### src/hdl/home_search_pkg.sv
// package: register map, field positions and state codes for the home search sequencer
package home_search_pkg;
  // register byte offsets
  localparam logic [7:0] ctrl_off       = 8'h00; // w: cmd pulses
  localparam logic [7:0] mode_off       = 8'h04; // rw: search mode
  localparam logic [7:0] input_mode_off = 8'h08; // rw: input_mode_word
  localparam logic [7:0] main_stat_off  = 8'h0c; // r: main_status_word
  localparam logic [7:0] err_stat_off   = 8'h10; // r: axis_error_status
  localparam logic [7:0] irq_stat_off   = 8'h14; // r, clear on read
  localparam logic [7:0] irq_mask_off   = 8'h18; // rw
  localparam logic [7:0] offset_cnt_off = 8'h1c; // rw: step 4 pulse count
  // ctrl bits
  localparam int cmd_search_bit = 0;
  localparam int cmd_drive_bit  = 1;
  localparam int cmd_stop_bit   = 2;
  localparam int cmd_clear_bit  = 3;
  // mode bits: step enables at even, directions (1 = minus) at odd
  localparam int mode_s1_en = 0;
  localparam int mode_s1_dir = 1;
  localparam int mode_s2_en = 2;
  localparam int mode_s2_dir = 3;
  localparam int mode_s3_en = 4;
  localparam int mode_s3_dir = 5;
  localparam int mode_s4_en = 6;
  localparam int mode_s4_dir = 7;
  // input_mode_word polarity bits (1 = active high), enables are ignored in search
  localparam int pol_near_bit  = 2;
  localparam int pol_home_bit  = 4;
  localparam int pol_index_bit = 7;
  // axis_error_status bits
  localparam int err_lim_plus_bit  = 2;
  localparam int err_lim_minus_bit = 3;
  localparam int err_index_bit     = 7;
  // main_status_word bits
  localparam int busy_lo_bit = 8;
  localparam int busy_hi_bit = 9;
  localparam int err_sum_bit = 4;
  // irq status bits
  localparam int irq_done_bit = 0;
  localparam int irq_err_bit  = 1;
  // execution state codes
  localparam logic [4:0] code_idle    = 5'h00;
  localparam logic [4:0] code_s1      = 5'h03;
  localparam logic [4:0] code_s2_back = 5'h08;
  localparam logic [4:0] code_s2_esc  = 5'h0c;
  localparam logic [4:0] code_s2_find = 5'h0f;
  localparam logic [4:0] code_s3      = 5'h14;
  localparam logic [4:0] code_s4      = 5'h19;
  localparam logic [31:0] offset_cnt_rst = 32'h0000_0000;
  localparam logic [1:0]  resp_okay   = 2'b00;
  localparam logic [1:0]  resp_slverr = 2'b10;
endpackage : home_search_pkg

### src/hdl/home_search.sv
// home search sequencer for one axis with an axi4-lite register slave
//////////////////////////////////////////////////////////////////////////////
// Overview of operation
// - stuck limit blocks motion, flags limit error except in step 1 and step 2 forward search (taken as limit reached)
// - limit never seen: keep driving forever
// - near-home active at start skips step 1
// - step 1 ends at limit, escape path
// - stuck home: reverse to opposite limit, flag
// - no home: reverse at limit, end opposite
// - index active at step 3 start: error
// - no index: stop at search limit, flag
// - step 3 stops on index falling edge
// - polarities from input mode bits 2,4,7
// - input enable bits ignored during search
// - index error cleared by drive/search/clear
// - busy bits 9:8 high steps 1-4
// - state code 0,3,8,12,15,20,25 reported
//////////////////////////////////////////////////////////////////////////////
module home_search #(
  parameter int addr_w = 8
) (
  input  wire logic              aclk,
  input  wire logic              aresetn,
  input  wire logic [addr_w-1:0] s_axi_awaddr,
  input  wire logic              s_axi_awvalid,
  output logic                   s_axi_awready,
  input  wire logic [31:0]       s_axi_wdata,
  input  wire logic [3:0]        s_axi_wstrb,
  input  wire logic              s_axi_wvalid,
  output logic                   s_axi_wready,
  output logic [1:0]             s_axi_bresp,
  output logic                   s_axi_bvalid,
  input  wire logic              s_axi_bready,
  input  wire logic [addr_w-1:0] s_axi_araddr,
  input  wire logic              s_axi_arvalid,
  output logic                   s_axi_arready,
  output logic [31:0]            s_axi_rdata,
  output logic [1:0]             s_axi_rresp,
  output logic                   s_axi_rvalid,
  input  wire logic              s_axi_rready,
  input  wire logic              near_home_input,
  input  wire logic              home_input,
  input  wire logic              encoder_index_input,
  input  wire logic              limit_plus_input,
  input  wire logic              limit_minus_input,
  input  wire logic              step_pulse,
  output logic                   drive_en,
  output logic                   drive_dir_minus,
  output logic                   irq
);
  if (addr_w < 6) begin : g_addr_w_check
    $error("addr_w too small for register map");
  end

  typedef enum {st_idle, st_s1, st_s2_back, st_s2_esc, st_s2_find, st_s3_arm, st_s3, st_s4} state_t;

  //////////////////////////////////////////////////////////////////////////////
  // pin synchronisers: bit order near, home, index, lim+, lim-, step
  logic [5:0] pin_meta_reg;
  logic [5:0] pin_sync_reg;
  always_ff @(posedge aclk) begin
    if (!aresetn) begin
      pin_meta_reg <= 6'h00;
      pin_sync_reg <= 6'h00;
    end else begin
      pin_meta_reg <= {step_pulse, limit_minus_input, limit_plus_input,
                       encoder_index_input, home_input, near_home_input};
      pin_sync_reg <= pin_meta_reg;
    end
  end

  //////////////////////////////////////////////////////////////////////////////
  // registers
  logic [7:0]  mode_reg;
  logic [7:0]  input_mode_reg;
  logic [31:0] offset_cnt_reg;
  logic [31:0] pulse_cnt_reg;
  logic [7:0]  err_reg;
  logic [1:0]  irq_stat_reg;
  logic [1:0]  irq_mask_reg;
  logic        index_prev_reg;
  state_t      state_reg;
  state_t      state_next;

  // polarity only, enable bits 1,3,5 deliberately unused here
  wire near_act  = pin_sync_reg[0] ~^ input_mode_reg[home_search_pkg::pol_near_bit];
  wire home_act  = pin_sync_reg[1] ~^ input_mode_reg[home_search_pkg::pol_home_bit];
  wire index_act = pin_sync_reg[2] ~^ input_mode_reg[home_search_pkg::pol_index_bit];
  wire lim_plus  = pin_sync_reg[3];
  wire lim_minus = pin_sync_reg[4];
  wire step_s    = pin_sync_reg[5];

  //////////////////////////////////////////////////////////////////////////////
  // axi4-lite write path: address and data may arrive in either order
  logic        aw_held_reg;
  logic        w_held_reg;
  logic [addr_w-1:0] awaddr_reg;
  logic [31:0] wdata_reg;
  logic [3:0]  wstrb_reg;
  wire aw_take = s_axi_awvalid && s_axi_awready;
  wire w_take  = s_axi_wvalid && s_axi_wready;
  wire wr_go   = aw_held_reg && w_held_reg && !s_axi_bvalid;
  wire [7:0] wr_off = {{(8 - 5){1'b0}}, awaddr_reg[4:2], 2'b00};
  wire wr_ctrl  = wr_go && wr_off == home_search_pkg::ctrl_off && wstrb_reg[0];
  wire wr_mode  = wr_go && wr_off == home_search_pkg::mode_off && wstrb_reg[0];
  wire wr_imode = wr_go && wr_off == home_search_pkg::input_mode_off && wstrb_reg[0];
  wire wr_mask  = wr_go && wr_off == home_search_pkg::irq_mask_off && wstrb_reg[0];
  wire wr_ofs   = wr_go && wr_off == home_search_pkg::offset_cnt_off;
  wire wr_ok    = awaddr_reg[addr_w-1:5] == '0 && wr_off != home_search_pkg::main_stat_off &&
                  wr_off != home_search_pkg::err_stat_off && wr_off != home_search_pkg::irq_stat_off;
  wire cmd_search = wr_ctrl && wdata_reg[home_search_pkg::cmd_search_bit];
  wire cmd_drive  = wr_ctrl && wdata_reg[home_search_pkg::cmd_drive_bit];
  wire cmd_stop   = wr_ctrl && wdata_reg[home_search_pkg::cmd_stop_bit];
  wire cmd_clear  = wr_ctrl && wdata_reg[home_search_pkg::cmd_clear_bit];

  always_ff @(posedge aclk) begin
    if (!aresetn) begin
      aw_held_reg   <= 1'b0;
      w_held_reg    <= 1'b0;
      awaddr_reg    <= '0;
      wdata_reg     <= 32'h0000_0000;
      wstrb_reg     <= 4'h0;
      s_axi_awready <= 1'b0;
      s_axi_wready  <= 1'b0;
      s_axi_bvalid  <= 1'b0;
      s_axi_bresp   <= home_search_pkg::resp_okay;
    end else begin
      s_axi_awready <= !aw_held_reg && !aw_take;
      s_axi_wready  <= !w_held_reg && !w_take;
      if (aw_take) begin
        aw_held_reg <= 1'b1;
        awaddr_reg  <= s_axi_awaddr;
      end
      if (w_take) begin
        w_held_reg <= 1'b1;
        wdata_reg  <= s_axi_wdata;
        wstrb_reg  <= s_axi_wstrb;
      end
      if (wr_go) begin
        aw_held_reg  <= 1'b0;
        w_held_reg   <= 1'b0;
        s_axi_bvalid <= 1'b1;
        s_axi_bresp  <= wr_ok ? home_search_pkg::resp_okay : home_search_pkg::resp_slverr;
      end else if (s_axi_bvalid && s_axi_bready) begin
        s_axi_bvalid <= 1'b0;
      end
    end
  end

  //////////////////////////////////////////////////////////////////////////////
  // axi4-lite read path
  wire        busy = state_reg != st_idle;
  logic [4:0] code;
  always_comb begin
    unique case (state_reg)
      st_idle:    code = home_search_pkg::code_idle;
      st_s1:      code = home_search_pkg::code_s1;
      st_s2_back: code = home_search_pkg::code_s2_back;
      st_s2_esc:  code = home_search_pkg::code_s2_esc;
      st_s2_find: code = home_search_pkg::code_s2_find;
      st_s3_arm:  code = home_search_pkg::code_s3;
      st_s3:      code = home_search_pkg::code_s3;
      st_s4:      code = home_search_pkg::code_s4;
    endcase
  end

  wire rd_go = s_axi_arvalid && s_axi_arready;
  wire [7:0] rd_off = {{(8 - 5){1'b0}}, s_axi_araddr[4:2], 2'b00};
  wire rd_hit = s_axi_araddr[addr_w-1:5] == '0 && rd_off != home_search_pkg::ctrl_off;
  wire rd_irq = rd_go && rd_hit && rd_off == home_search_pkg::irq_stat_off;
  wire [31:0] main_word = 32'(busy) << home_search_pkg::busy_hi_bit |
                          32'(busy) << home_search_pkg::busy_lo_bit |
                          32'(err_reg != 8'h00 && !busy) << home_search_pkg::err_sum_bit;
  logic [31:0] rd_mux;
  always_comb begin
    rd_mux = 32'h0000_0000;
    unique case (rd_off)
      home_search_pkg::mode_off:       rd_mux = {24'h000000, mode_reg};
      home_search_pkg::input_mode_off: rd_mux = {24'h000000, input_mode_reg};
      home_search_pkg::main_stat_off:  rd_mux = main_word;
      home_search_pkg::err_stat_off:   rd_mux = {19'h00000, code, err_reg};
      home_search_pkg::irq_stat_off:   rd_mux = {30'h00000000, irq_stat_reg};
      home_search_pkg::irq_mask_off:   rd_mux = {30'h00000000, irq_mask_reg};
      home_search_pkg::offset_cnt_off: rd_mux = offset_cnt_reg;
      default:                         rd_mux = 32'h0000_0000;
    endcase
  end

  always_ff @(posedge aclk) begin
    if (!aresetn) begin
      s_axi_arready <= 1'b0;
      s_axi_rvalid  <= 1'b0;
      s_axi_rdata   <= 32'h0000_0000;
      s_axi_rresp   <= home_search_pkg::resp_okay;
    end else begin
      s_axi_arready <= !s_axi_rvalid && !rd_go;
      if (rd_go) begin
        s_axi_rvalid <= 1'b1;
        s_axi_rdata  <= rd_hit ? rd_mux : 32'h0000_0000;
        s_axi_rresp  <= rd_hit ? home_search_pkg::resp_okay : home_search_pkg::resp_slverr;
      end else if (s_axi_rvalid && s_axi_rready) begin
        s_axi_rvalid <= 1'b0;
      end
    end
  end

  //////////////////////////////////////////////////////////////////////////////
  // sequencer
  wire s1_minus = mode_reg[home_search_pkg::mode_s1_dir];
  wire s2_minus = mode_reg[home_search_pkg::mode_s2_dir];
  wire s3_minus = mode_reg[home_search_pkg::mode_s3_dir];
  wire s4_minus = mode_reg[home_search_pkg::mode_s4_dir];
  wire s2_fwd_lim = s2_minus ? lim_minus : lim_plus;
  wire s2_rev_lim = s2_minus ? lim_plus : lim_minus;
  wire index_fall = index_prev_reg && !index_act;

  // limit in motion direction: stuck-on limit refuses the move; a dead one never ends it
  logic   dir_next;
  logic   run_next;
  wire    cur_lim = dir_next ? lim_minus : lim_plus;
  logic   err_lim_set;
  logic   err_idx_set;
  logic   done_set;

  // steps after 'cur' in order, next enabled one or idle
  function automatic state_t after(input int cur, input logic [7:0] m, input logic near);
    after = st_idle;
    if (cur < 4 && m[home_search_pkg::mode_s4_en]) after = st_s4;
    if (cur < 3 && m[home_search_pkg::mode_s3_en]) after = st_s3_arm;
    if (cur < 2 && m[home_search_pkg::mode_s2_en]) after = st_s2_find;
    if (cur < 1 && m[home_search_pkg::mode_s1_en] && !near) after = st_s1;
  endfunction : after

  always_comb begin
    state_next  = state_reg;
    err_lim_set = 1'b0;
    err_idx_set = 1'b0;
    done_set    = 1'b0;
    unique case (state_reg)
      st_idle: if (cmd_search) state_next = after(0, mode_reg, near_act);
      st_s1: begin
        if (near_act) state_next = after(1, mode_reg, 1'b0);
        else if (s1_minus ? lim_minus : lim_plus) state_next = st_s2_back;
      end
      st_s2_back: if (home_act) state_next = st_s2_esc;
      else if (s2_rev_lim) begin
        state_next = st_idle;
        err_lim_set = 1'b1;
      end
      st_s2_esc: if (!home_act) state_next = st_s2_find;
      else if (s2_rev_lim) begin
        state_next = st_idle;
        err_lim_set = 1'b1;
      end
      st_s2_find: if (home_act) state_next = after(2, mode_reg, 1'b0);
      else if (s2_fwd_lim) state_next = st_s2_back;
      st_s3_arm: if (index_act) begin
        state_next = st_idle;
        err_idx_set = 1'b1;
      end else state_next = st_s3;
      st_s3: if (index_fall) state_next = after(3, mode_reg, 1'b0);
      else if (cur_lim) begin
        state_next = st_idle;
        err_lim_set = 1'b1;
      end
      st_s4: if (pulse_cnt_reg == 32'h0000_0000) state_next = st_idle;
      else if (cur_lim) begin
        state_next = st_idle;
        err_lim_set = 1'b1;
      end
    endcase
    // stuck home on entry of step 2 forward search goes straight to escape
    if (state_reg != st_s2_find && state_reg != st_s2_back && state_next == st_s2_find && home_act)
      state_next = st_s2_esc;
    if (cmd_stop && busy) state_next = st_idle;
    if (busy && state_next == st_idle) done_set = 1'b1;
  end

  always_comb begin
    unique case (state_reg)
      st_s1:      dir_next = s1_minus;
      st_s2_back: dir_next = !s2_minus;
      st_s2_esc:  dir_next = !s2_minus;
      st_s2_find: dir_next = s2_minus;
      st_s3_arm:  dir_next = s3_minus;
      st_s3:      dir_next = s3_minus;
      st_s4:      dir_next = s4_minus;
      st_idle:    dir_next = 1'b0;
    endcase
    run_next = busy && state_next == state_reg && state_reg != st_s3_arm && !cur_lim;
  end

  always_ff @(posedge aclk) begin
    if (!aresetn) begin
      state_reg       <= st_idle;
      mode_reg        <= 8'h00;
      input_mode_reg  <= 8'h00;
      offset_cnt_reg  <= home_search_pkg::offset_cnt_rst;
      pulse_cnt_reg   <= 32'h0000_0000;
      err_reg         <= 8'h00;
      irq_stat_reg    <= 2'b00;
      irq_mask_reg    <= 2'b00;
      index_prev_reg  <= 1'b0;
      drive_en        <= 1'b0;
      drive_dir_minus <= 1'b0;
      irq             <= 1'b0;
    end else begin
      state_reg       <= state_next;
      index_prev_reg  <= index_act;
      drive_en        <= run_next;
      drive_dir_minus <= dir_next;
      if (wr_mode) mode_reg <= wdata_reg[7:0];
      if (wr_imode) input_mode_reg <= wdata_reg[7:0];
      if (wr_mask) irq_mask_reg <= wdata_reg[1:0];
      if (wr_ofs) offset_cnt_reg <= wdata_reg;
      if (state_next == st_s4 && state_reg != st_s4) pulse_cnt_reg <= offset_cnt_reg;
      else if (state_reg == st_s4 && step_s && drive_en && pulse_cnt_reg != 32'h0000_0000)
        pulse_cnt_reg <= pulse_cnt_reg - 32'h0000_0001;
      if (cmd_search || cmd_drive || cmd_clear) err_reg <= 8'h00;
      if (err_idx_set) err_reg[home_search_pkg::err_index_bit] <= 1'b1;
      if (err_lim_set && dir_next) err_reg[home_search_pkg::err_lim_minus_bit] <= 1'b1;
      if (err_lim_set && !dir_next) err_reg[home_search_pkg::err_lim_plus_bit] <= 1'b1;
      // set wins over the clear-on-read
      irq_stat_reg <= (rd_irq ? 2'b00 : irq_stat_reg) |
                      {err_lim_set || err_idx_set, done_set};
      irq <= |(irq_stat_reg & irq_mask_reg);
    end
  end
endmodule : home_search

### config.mk
export PLATFORM = sky130hd
export DESIGN_NAME = home_search
export DESIGN_NICKNAME = d
export VERILOG_FILES = /design/src/hdl/home_search_pkg.sv /design/src/hdl/home_search.sv
export SDC_FILE = /design/constraint.sdc
export NUM_CORES = 1
export LEC_CHECK = 0
export BUFFER_PORTS_ARGS = -buffer_cell sky130_fd_sc_hd__buf_2
export CORE_MARGIN = 2
export CORE_UTILIZATION = 50
export CTS_CLUSTER_DIAMETER = 200
export CTS_CLUSTER_SIZE = 24
export DETAILED_ROUTE_END_ITERATION = 6
export GPL_TIMING_DRIVEN = 0
export PLACE_DENSITY = 0.71
export SKIP_LAST_GASP = 1
export SLEW_MARGIN = 0
export SYNTH_ARGS = -nofsm -noshare
export SYNTH_HDL_FRONTEND = slang
export SYNTH_SLANG_ARGS = --single-unit
### constraint.sdc
create_clock -name aclk -period 4.75 [get_ports aclk]
set_clock_uncertainty 0.2 [all_clocks]
set_input_delay 0.2375 -clock aclk [delete_from_list [all_inputs] [get_ports aclk]]
set_output_delay 0.2375 -clock aclk [all_outputs]
set_load 0.02 [all_outputs]
Yosys cells after proc, flatten, opt, wreduce, memory -nomap -nowiden
Cells that the tools add are included.

cells by class
  add/sub/neg operators = 1
  eq/ne operators = 29
  muxes and demuxes = 50
  bitwise logic cells = 8
  reductions and logical operators = 82

operators by type and width
  operator                 count
  $mux W32                 19
  $pmux W32 S8             1
  $pmux W32 S7             1
  $eq A32 B3 Y1 const B    4
  $eq A32 B4 Y1 const B    3
  $logic_not A32 Y1        3
  $ne A32 B4 Y1 const B    3
  $eq A32 B2 Y1 const B    2
  $reduce_bool A32 Y1      2
  $logic_and A1 B1 Y1      46
  $pmux W5 S7              1
  $eq A32 B1 Y1 const B    1
  $eq A32 B32 Y1           1
  $ne A32 B3 Y1 const B    1
  $sub A32 B1 Y32 const B  1
  $mux W1                  20
  $eq A3 B3 Y1 const B     6
  $reduce_bool A8 Y1       2
  $logic_not A1 Y1         13
  $reduce_bool A2 Y1       6
  $or A10 B5 Y10           1
  $or A10 B9 Y10           1
  $eq A3 B2 Y1 const B     3
  $logic_not A8 Y1         1
  15 further kinds         28

word-level totals
  register bits = 219
  bits of input ports = 65
  output and inout bits = 44
  word-level logic and storage cells = 199

Logic depth before layout (Yosys ltp)
Gate-level depths: netlist (run 1).

  depth after elaboration = 16
  depth in mapped cells = 12
  depth with buffers taken out = 9

Least setup slack after synthesis (run 1)
Ideal clock, no wire load.

  path type = flip-flop to flip-flop
  start = register state_reg[4]
  end = register pulse_cnt_reg[8]
  setup time = 0.146 ns
  data arrival time = 2.929 ns
  required time = 4.404 ns
  setup slack = 1.474 ns
  stages on the path, launching flop included = 12
  path buffers = 3
  clock period less this slack = 3.276 ns
  cell sequence = dfxtp_1 -> or4_1 -> buf_4 -> nor2_8 -> or4b_4 -> and3_1 -> a31o_1 -> or4b_1 -> buf_4 -> buf_4 -> nor2_1 -> a211oi_2

between the ends
  longest elaborated chain between the ends = 15
  elaborated cells between the ends (all ways) = 43
  classes of those cells = 13 x eq/ne; 17 x mux; 13 x reduce/logical

ends and longest elaborated chain
  what                                            line                                    RTL
  start: declaration                              home_search.sv:82                       state_t state_reg;
  start signal: assignment                        home_search.sv:295                      state_reg <= st_idle;
  start signal: assignment                        home_search.sv:308                      state_reg <= state_next;
  $eq A32 B3 Y1 or $eq A32 B2 Y1 (tied branches)  home_search.sv:239, home_search.sv:280
  $reduce_or A2 Y1 (no line)                      --
  $pmux W1 S6                                     home_search.sv:280                      unique case (state_reg)
  $mux W1                                         home_search.sv:220                      wire cur_lim = dir_next ? lim_minus : lim_plus;
  $mux W32                                        home_search.sv:262, home_search.sv:267
  $mux W32 (on tied branches)                     home_search.sv:266, home_search.sv:261
  $pmux W32 S8                                    home_search.sv:239                      unique case (state_reg)
  $eq A32 B4 Y1                                   home_search.sv:273                      if (state_reg != st_s2_find && state_reg != st_s2_back && state_next == st_s2_find && home_act)
  $logic_and A1 B1 Y1 (2 in series)               home_search.sv:273
  $mux W32                                        home_search.sv:273
  $mux W32                                        home_search.sv:275                      if (cmd_stop && busy) state_next = st_idle;
  $eq A32 B4 Y1                                   home_search.sv:316                      if (state_next == st_s4 && state_reg != st_s4) pulse_cnt_reg <= offset_cnt_reg;
  $logic_and A1 B1 Y1                             home_search.sv:316
  $mux W32 or $reduce_bool A2 Y1 (tied branches)  --
  end signal: assignment                          home_search.sv:316
  end signal: assignment                          home_search.sv:318                      pulse_cnt_reg <= pulse_cnt_reg - 32'h0000_0001;
  end: declaration                                home_search.sv:77                       logic [31:0] pulse_cnt_reg;

Parallel ways exist; a longest one is shown, timed or not.
A chain may end at the register's enable or synchronous reset.

Worst setup path in the final report (run 1)
  start = register state_reg[0]
  end = register pulse_cnt_reg[29]

Same word-level chain as after synthesis.

==> impl_metrics.env, run 1 <==
export IMPL_cts_tree="built"
export IMPL_yosysTopAreaCell="dfxtp_1"
export IMPL_yosys_register_bits=215
export IMPL_yosys_most_used_dff="dfxtp_1"
export IMPL_dr_pass1_iters=5
export IMPL_path_clk_slew_ps=110
export IMPL_crit_required_ps=4870
export IMPL_ys_seq_area_share_pct=47.36
export IMPL_maxCapViolations=0
export IMPL_syn2layout_area_growth_pct=18.66
export IMPL_final_common_cell="dfxtp_1"
export IMPL_dpl_cell_count=1360
export IMPL_layout_drive_gt1_share_pct=13.79
export IMPL_core_mm2=0.01790
export IMPL_fin_setup_tns_ps=0
export IMPL_grt_pass1_vias=7667
export IMPL_tightest_slew_ps=1146
export IMPL_drc=0
export IMPL_viasPerCell=5.599
export IMPL_ys_warn_count=0
export IMPL_h_tree_depth=1
export IMPL_final_nets=1271
export IMPL_dieWidth_um=138.8
export IMPL_ys_async_sr_fraction_pct=0
export IMPL_rows=49
export IMPL_dieArea_mm2=0.01927
export IMPL_min_period_over_period_pct=80.70
export IMPL_cts_buffers=12
export IMPL_wirelength_mm=25.59
export IMPL_status="finished, final reports clean"
export IMPL_clock_latency_ps=470
export IMPL_hp_class="input pin to flop"
export IMPL_max_freq_ghz=0.2609
export IMPL_end_kind="flop"
export IMPL_clockRootBuffer="clkbuf_16"
export IMPL_final_setup_viol_count=0
export IMPL_synthesis_area_mm2=0.009087
export IMPL_boundaryPins=109
export IMPL_wl_per_cell_um=17.86
export IMPL_start_util_pct=50.76
export IMPL_p_leak_nw=4.203
export IMPL_hold_violations=0
export IMPL_globalRoute_totalOverflow=0
export IMPL_drtIter0Drc=606
export IMPL_io_buffers=97
export IMPL_instances_no_fill=1433
export IMPL_arrival_ps=3960
export IMPL_dpl_hpwl_mm=18.23
export IMPL_antenna_found_initial=0
export IMPL_final_cell_mix="dfxtp_1 (215), nand2_1 (175), buf_2 (98), nor2_1 (97), a21oi_1 (90)"
export IMPL_syn_avg_cell_area_um2=8.797
export IMPL_ir_drop_mv=0.3404
export IMPL_power_density_mw_per_mm2=388.8
export IMPL_grt_usage_pct=26.03
export IMPL_drv_slew=0
export IMPL_synth_cell_types=72
export IMPL_min_period_ps=3833
export IMPL_antenna_left=0
export IMPL_critical_path_peak_fanout=10
export IMPL_grt_pass1_wl_mm=41.04
export IMPL_critical_path_class="flop to flop"
export IMPL_clk_path_buf_depth=3
export IMPL_grt_max_degree=25
export IMPL_yosysTopAreaCellShare_pct=47.36
export IMPL_cp_start_kind="flop"
export IMPL_place_congestion=0.9379
export IMPL_diodes=0
export IMPL_vias=8023
export IMPL_slew_headroom_pct=22.90
export IMPL_die_h_um=138.8
export IMPL_synth_edff_count=0
export IMPL_syn_inst=1033
export IMPL_nFillCells=1585
export IMPL_ys_top_cells_by_area="dfxtp_1 (47%), nand2_1 (7.2%), a21oi_1 (5.0%)"
export IMPL_rsz0062_at_grt="false"
export IMPL_clock_sinks=215
cell usage after synthesis, drive strengths merged (3+ instances only):
master and count:
or3 8, a22o 29, a22oi 13, nand3 20, or4 9, and2 45
a211oi 30, nor3 28, nand2b 5, inv 7, nor4 19, a31oi 7
and3 3, nand2 175, a21oi 90, o211ai 5, nor3b 3, clkbuf 54
buf 15, a221oi 5, mux2i 28, xor2 14, nand4 11, xnor2 25
o311ai 4, o21ai 18, nor2b 7, o31ai 3, dfxtp 215, nor2 99
repair_timing:
| action | in CTS | in global routing |
|---|---|---|
| endpoints found under the setup margin | 0 | 0 |
| hold endpoints to repair | 48 | 0 |
| hold buffers | 59 | 0 |
| setup buffers | 0 | 0 |
| resized for setup | 0 | 0 |
report_power, final:
| part | switching [W] | total [W] | internal (W) | leakage [nW] |
|---|---|---|---|---|
| sequential | 0.0000713 | 0.00196 | 0.00189 | 1.74 |
| combinational | 0.000721 | 0.00117 | 0.000454 | 2.30 |
| clock | 0.000568 | 0.00106 | 0.000494 | 0.161 |
| total | 0.00136 | 0.00419 | 0.00283 | 4.20 |
through the flow:
stage          setup slack (ps)  util, %  instance area, µm²  power [W]  hold slack, ps
6_report                  916.7    60.23               10780   0.004192           55.57
5_1_grt                   597.2    60.23               10780   0.004395           89.85
4_1_cts                   956.2    60.23               10780   0.004186           25.06
3_5_place_dp              982.4    55.10                9863   0.003106           220.0
3_3_place_gp              858.3    55.10                9863   0.003107           215.6
2_1_floorplan              1474        -                9091   0.002815           164.8
path summary, 6_finish.rpt:
check	from	endpoint	slack (ps)	cells past startpoint
setup / recovery	state_reg[0]	pulse_cnt_reg[29]	920	12
hold / removal	s_axi_awvalid	aw_held_reg	60	3
setup reg to reg	state_reg[0]	pulse_cnt_reg[29]	920	12
hold reg to reg	pin_meta_reg[4]	pin_sync_reg[4]	230	1
cell type report:
type	count	area (µm²)	share of cell area [%]
Buffer	69	309.0	2.866
Timing Repair Buffer	156	1076	9.979
Inverter	8	30.03	0.2785
Tap cell	229	286.5	2.657
Sequential cell	215	4304	39.92
Multi-Input combinational cell	742	4448	41.25
Clock buffer	14	329.1	3.052
kinds of logic after synthesis:
family	share of synthesized area [%]
buffers and inverters	3.731
xor gates and xnor gates	3.759
and+or+nand+nor	23.10
adders and majority gates	0.2753
muxes	3.332
other	0.04127
AOI/OAI and AO/OA	18.39
DFF	47.36
per-layer routing:
metal  vias to the layer above  part of all wire (%)  global-route usage [%]
met2                       260                    47                   42.96
met5                         -                     0                       0
met3                        34                   5.1                   3.108
li1                       3961                     -                       -
met4                         0                   1.7                   5.157
met1                      3768                    46                   37.14
worst max-delay path, cell delays in order (launching register included):
cell and delay (ps):
dfxtp_1 340, buf_2 220, clkinv_1 280, nor3_1 520, o21ai_0 150, o21ai_0 300, a32oi_1 160, a31o_1 330
or4b_1 570, buf_4 210, buf_4 180, nor2_1 160, a211oi_2 60
(Power assumes the default switching activity.)
==> inputs of run 2 (changes only) <==
==> constraint.sdc (replaced) <==
create_clock -name aclk -period 4 [get_ports aclk]
set_clock_uncertainty 0.2 [all_clocks]
set_input_delay 0.2 -clock aclk [delete_from_list [all_inputs] [get_ports aclk]]
set_output_delay 0.2 -clock aclk [all_outputs]
set_load 0.02 [all_outputs]
==> impl_metrics.env, run 2 (synthesized netlist as in run 1, its figures left out) <==
export IMPL_antenna_found_initial=0
export IMPL_cp_endpoint="pulse_cnt_reg[29]"
export IMPL_start_util_pct=50.76
export IMPL_dpl_cell_count=1360
export IMPL_reg2reg_slack_ps=190
export IMPL_clockPowerShare_pct=25.3
export IMPL_nFillCells=1583
export IMPL_slew_headroom_pct=23.07
export IMPL_postLayoutCoreUtil_pct=60.30
export IMPL_maxCapViolations=0
export IMPL_globalRoute_totalOverflow=0
export IMPL_min_period_over_period_pct=95.20
export IMPL_fin_setup_tns_ps=0
export IMPL_critical_path_peak_fanout=10
export IMPL_cts_buffers=12
export IMPL_globalRouteMet2Util_pct=43.12
export IMPL_end_kind="flop"
export IMPL_final_nets=1272
export IMPL_min_period_ps=3808
export IMPL_path_clk_slew_ps=110
export IMPL_grt_pass1_vias=7673
export IMPL_diodes=0
export IMPL_slowest_delay_ps=960
export IMPL_p_int_w=0.003364
export IMPL_dieArea_mm2=0.01927
export IMPL_pre_cts_ws_ps=232.4
export IMPL_cpMostUsedCell="buf_4"
export IMPL_hold_violations=0
export IMPL_antenna_left=0
export IMPL_drc=0
export IMPL_place_congestion=0.9379
export IMPL_final_common_cell="dfxtp_1"
export IMPL_startpoint="state_reg[4]"
export IMPL_r2r_start="state_reg[4]"
export IMPL_critical_path_class="flop to flop"
export IMPL_drv_slew=0
export IMPL_rsz0062_at_grt="false"
export IMPL_io_buffers=97
export IMPL_wirelength_mm=25.63
export IMPL_viasPerCell=5.621
export IMPL_rows=49
export IMPL_final_cell_mix="dfxtp_1 (215), nand2_1 (175), buf_2 (98), nor2_1 (96), a21oi_1 (90)"
export IMPL_drtIter0Drc=687
export IMPL_grt_usage_pct=26.15
export IMPL_seqPwrFrac_pct=46.7
export IMPL_h_tree_depth=1
export IMPL_syn2layout_area_growth_pct=18.79
export IMPL_instances_no_fill=1434
export IMPL_ir_drop_mv=0.4051
export IMPL_timing_final_ws_setup_ps=192.1
export IMPL_grt_pass1_wl_mm=41.20
export IMPL_p_comb_share_pct=28.0
export IMPL_dpl_hpwl_mm=18.23
export IMPL_power_density_mw_per_mm2=461.0
export IMPL_r2r_end="pulse_cnt_reg[29]"
export IMPL_wl_per_cell_um=17.88
export IMPL_dr_pass1_iters=5
export IMPL_clockRootBuffer="clkbuf_16"
export IMPL_cts_setup_buffers=0
export IMPL_p_leak_nw=4.208
export IMPL_status="finished, final reports clean"
export IMPL_critPathSlowestCell="nor4_1"
export IMPL_core_mm2=0.01790
export IMPL_grt_max_degree=25
export IMPL_max_freq_ghz=0.2626
export IMPL_vias=8061
export IMPL_clk_path_buf_depth=3
export IMPL_grtUsageMet1_pct=37.25
export IMPL_grt_busiest_layer="met2"
export IMPL_cts_tree="built"
export IMPL_crit_required_ps=4120
export IMPL_clock_sinks=215
export IMPL_switching_share_pct=32.41
export IMPL_die_h_um=138.8
export IMPL_boundaryPins=109
export IMPL_reg2reg_depth=11
export IMPL_holdWs_ps=58.52
export IMPL_arrival_ps=3930
export IMPL_final_setup_viol_count=0
export IMPL_hp_class="input pin to flop"
export IMPL_met3_usage_pct=3.177
export IMPL_tightest_slew_ps=1143
export IMPL_power_net_switching_w=0.001613
export IMPL_layout_drive_gt1_share_pct=13.86
export IMPL_clock_latency_ps=470
export IMPL_dieWidth_um=138.8
export IMPL_cp_start_kind="flop"
export IMPL_crit_chain="nor4_1 -> nand2_1 -> or3_1 -> a31oi_1 -> a41oi_1 -> o211ai_2 -> or4b_1 -> buf_4 -> buf_4 -> nor2_1 -> a211oi_2"
run 2: cell types whose count changed in the layout (fill, tap and decap cells not counted):
cell and delta:
nor2_1 -1, nor2_2 +1, dlygate4sd3_1 +1
run 2: how the worst min path moves through the flow:
stage,from,endpoint,slack [ps],depth (start not counted)
after floorplan,near_home_input,pin_meta_reg[0],130,1
after global placement,step_pulse,pin_meta_reg[5],200,2
after detailed placement,step_pulse,pin_meta_reg[5],210,2
after CTS,aresetn,irq_stat_reg[0],50,3
after global routing,aresetn,pin_meta_reg[5],110,2
final,aresetn,irq_stat_reg[0],60,3
run 2: cell type report:
cell class	instances	area (µm²)	share of cell area [%]
Timing Repair Buffer	157	1086	10.06
Multi-Input combinational cell	742	4451	41.23
Sequential cell	215	4304	39.87
Inverter	8	30.03	0.2782
Tap cell	229	286.5	2.654
Buffer	69	309.0	2.863
Clock buffer	14	329.1	3.048
run 2: timing repair:
action / CTS / global route
resized for setup: 0 / 1
hold buffers: 60 / 0
endpoints found under the hold margin: 49 / 0
setup endpoints to repair: 0 / 30
run 2: critical path, delay by kind of cell (launching register included):
| family | cells | cell delay (ps) |
|---|---|---|
| compound gates | 4 | 460 |
| buf+inv | 2 | 390 |
| simple gates | 5 | 2280 |
| flops | 1 | 320 |
run 2: power by group through the flow:
stage / clock network [W] / logic, W / registers (W)
finish: 0.00126 / 0.00140 / 0.00232
global route: 0.00135 / 0.00153 / 0.00234
CTS: 0.00128 / 0.00137 / 0.00232
detailed placement: 0 / 0.00132 / 0.00237
global placement: 0 / 0.00132 / 0.00237
floorplan: 0 / 0.000982 / 0.00236
run 2: stage by stage:
stage | cell area, µm² | power [W]
2_1_floorplan | 9091 | 0.003343
3_3_place_gp | 9863 | 0.003689
3_5_place_dp | 9863 | 0.003688
4_1_cts | 10790 | 0.004971
5_1_grt | 10800 | 0.005220
6_report | 10800 | 0.004977
run 2: routing by layer:
| metal | routed length, µm | up-vias | share of wire [%] |
|---|---|---|---|
| li1 | - | 3962 | - |
| met1 | 11750 | 3786 | 46 |
| met2 | 11950 | 274 | 47 |
| met3 | 1459 | 39 | 5.7 |
| met4 | 481 | 0 | 1.9 |
| met5 | 0 | - | 0 |
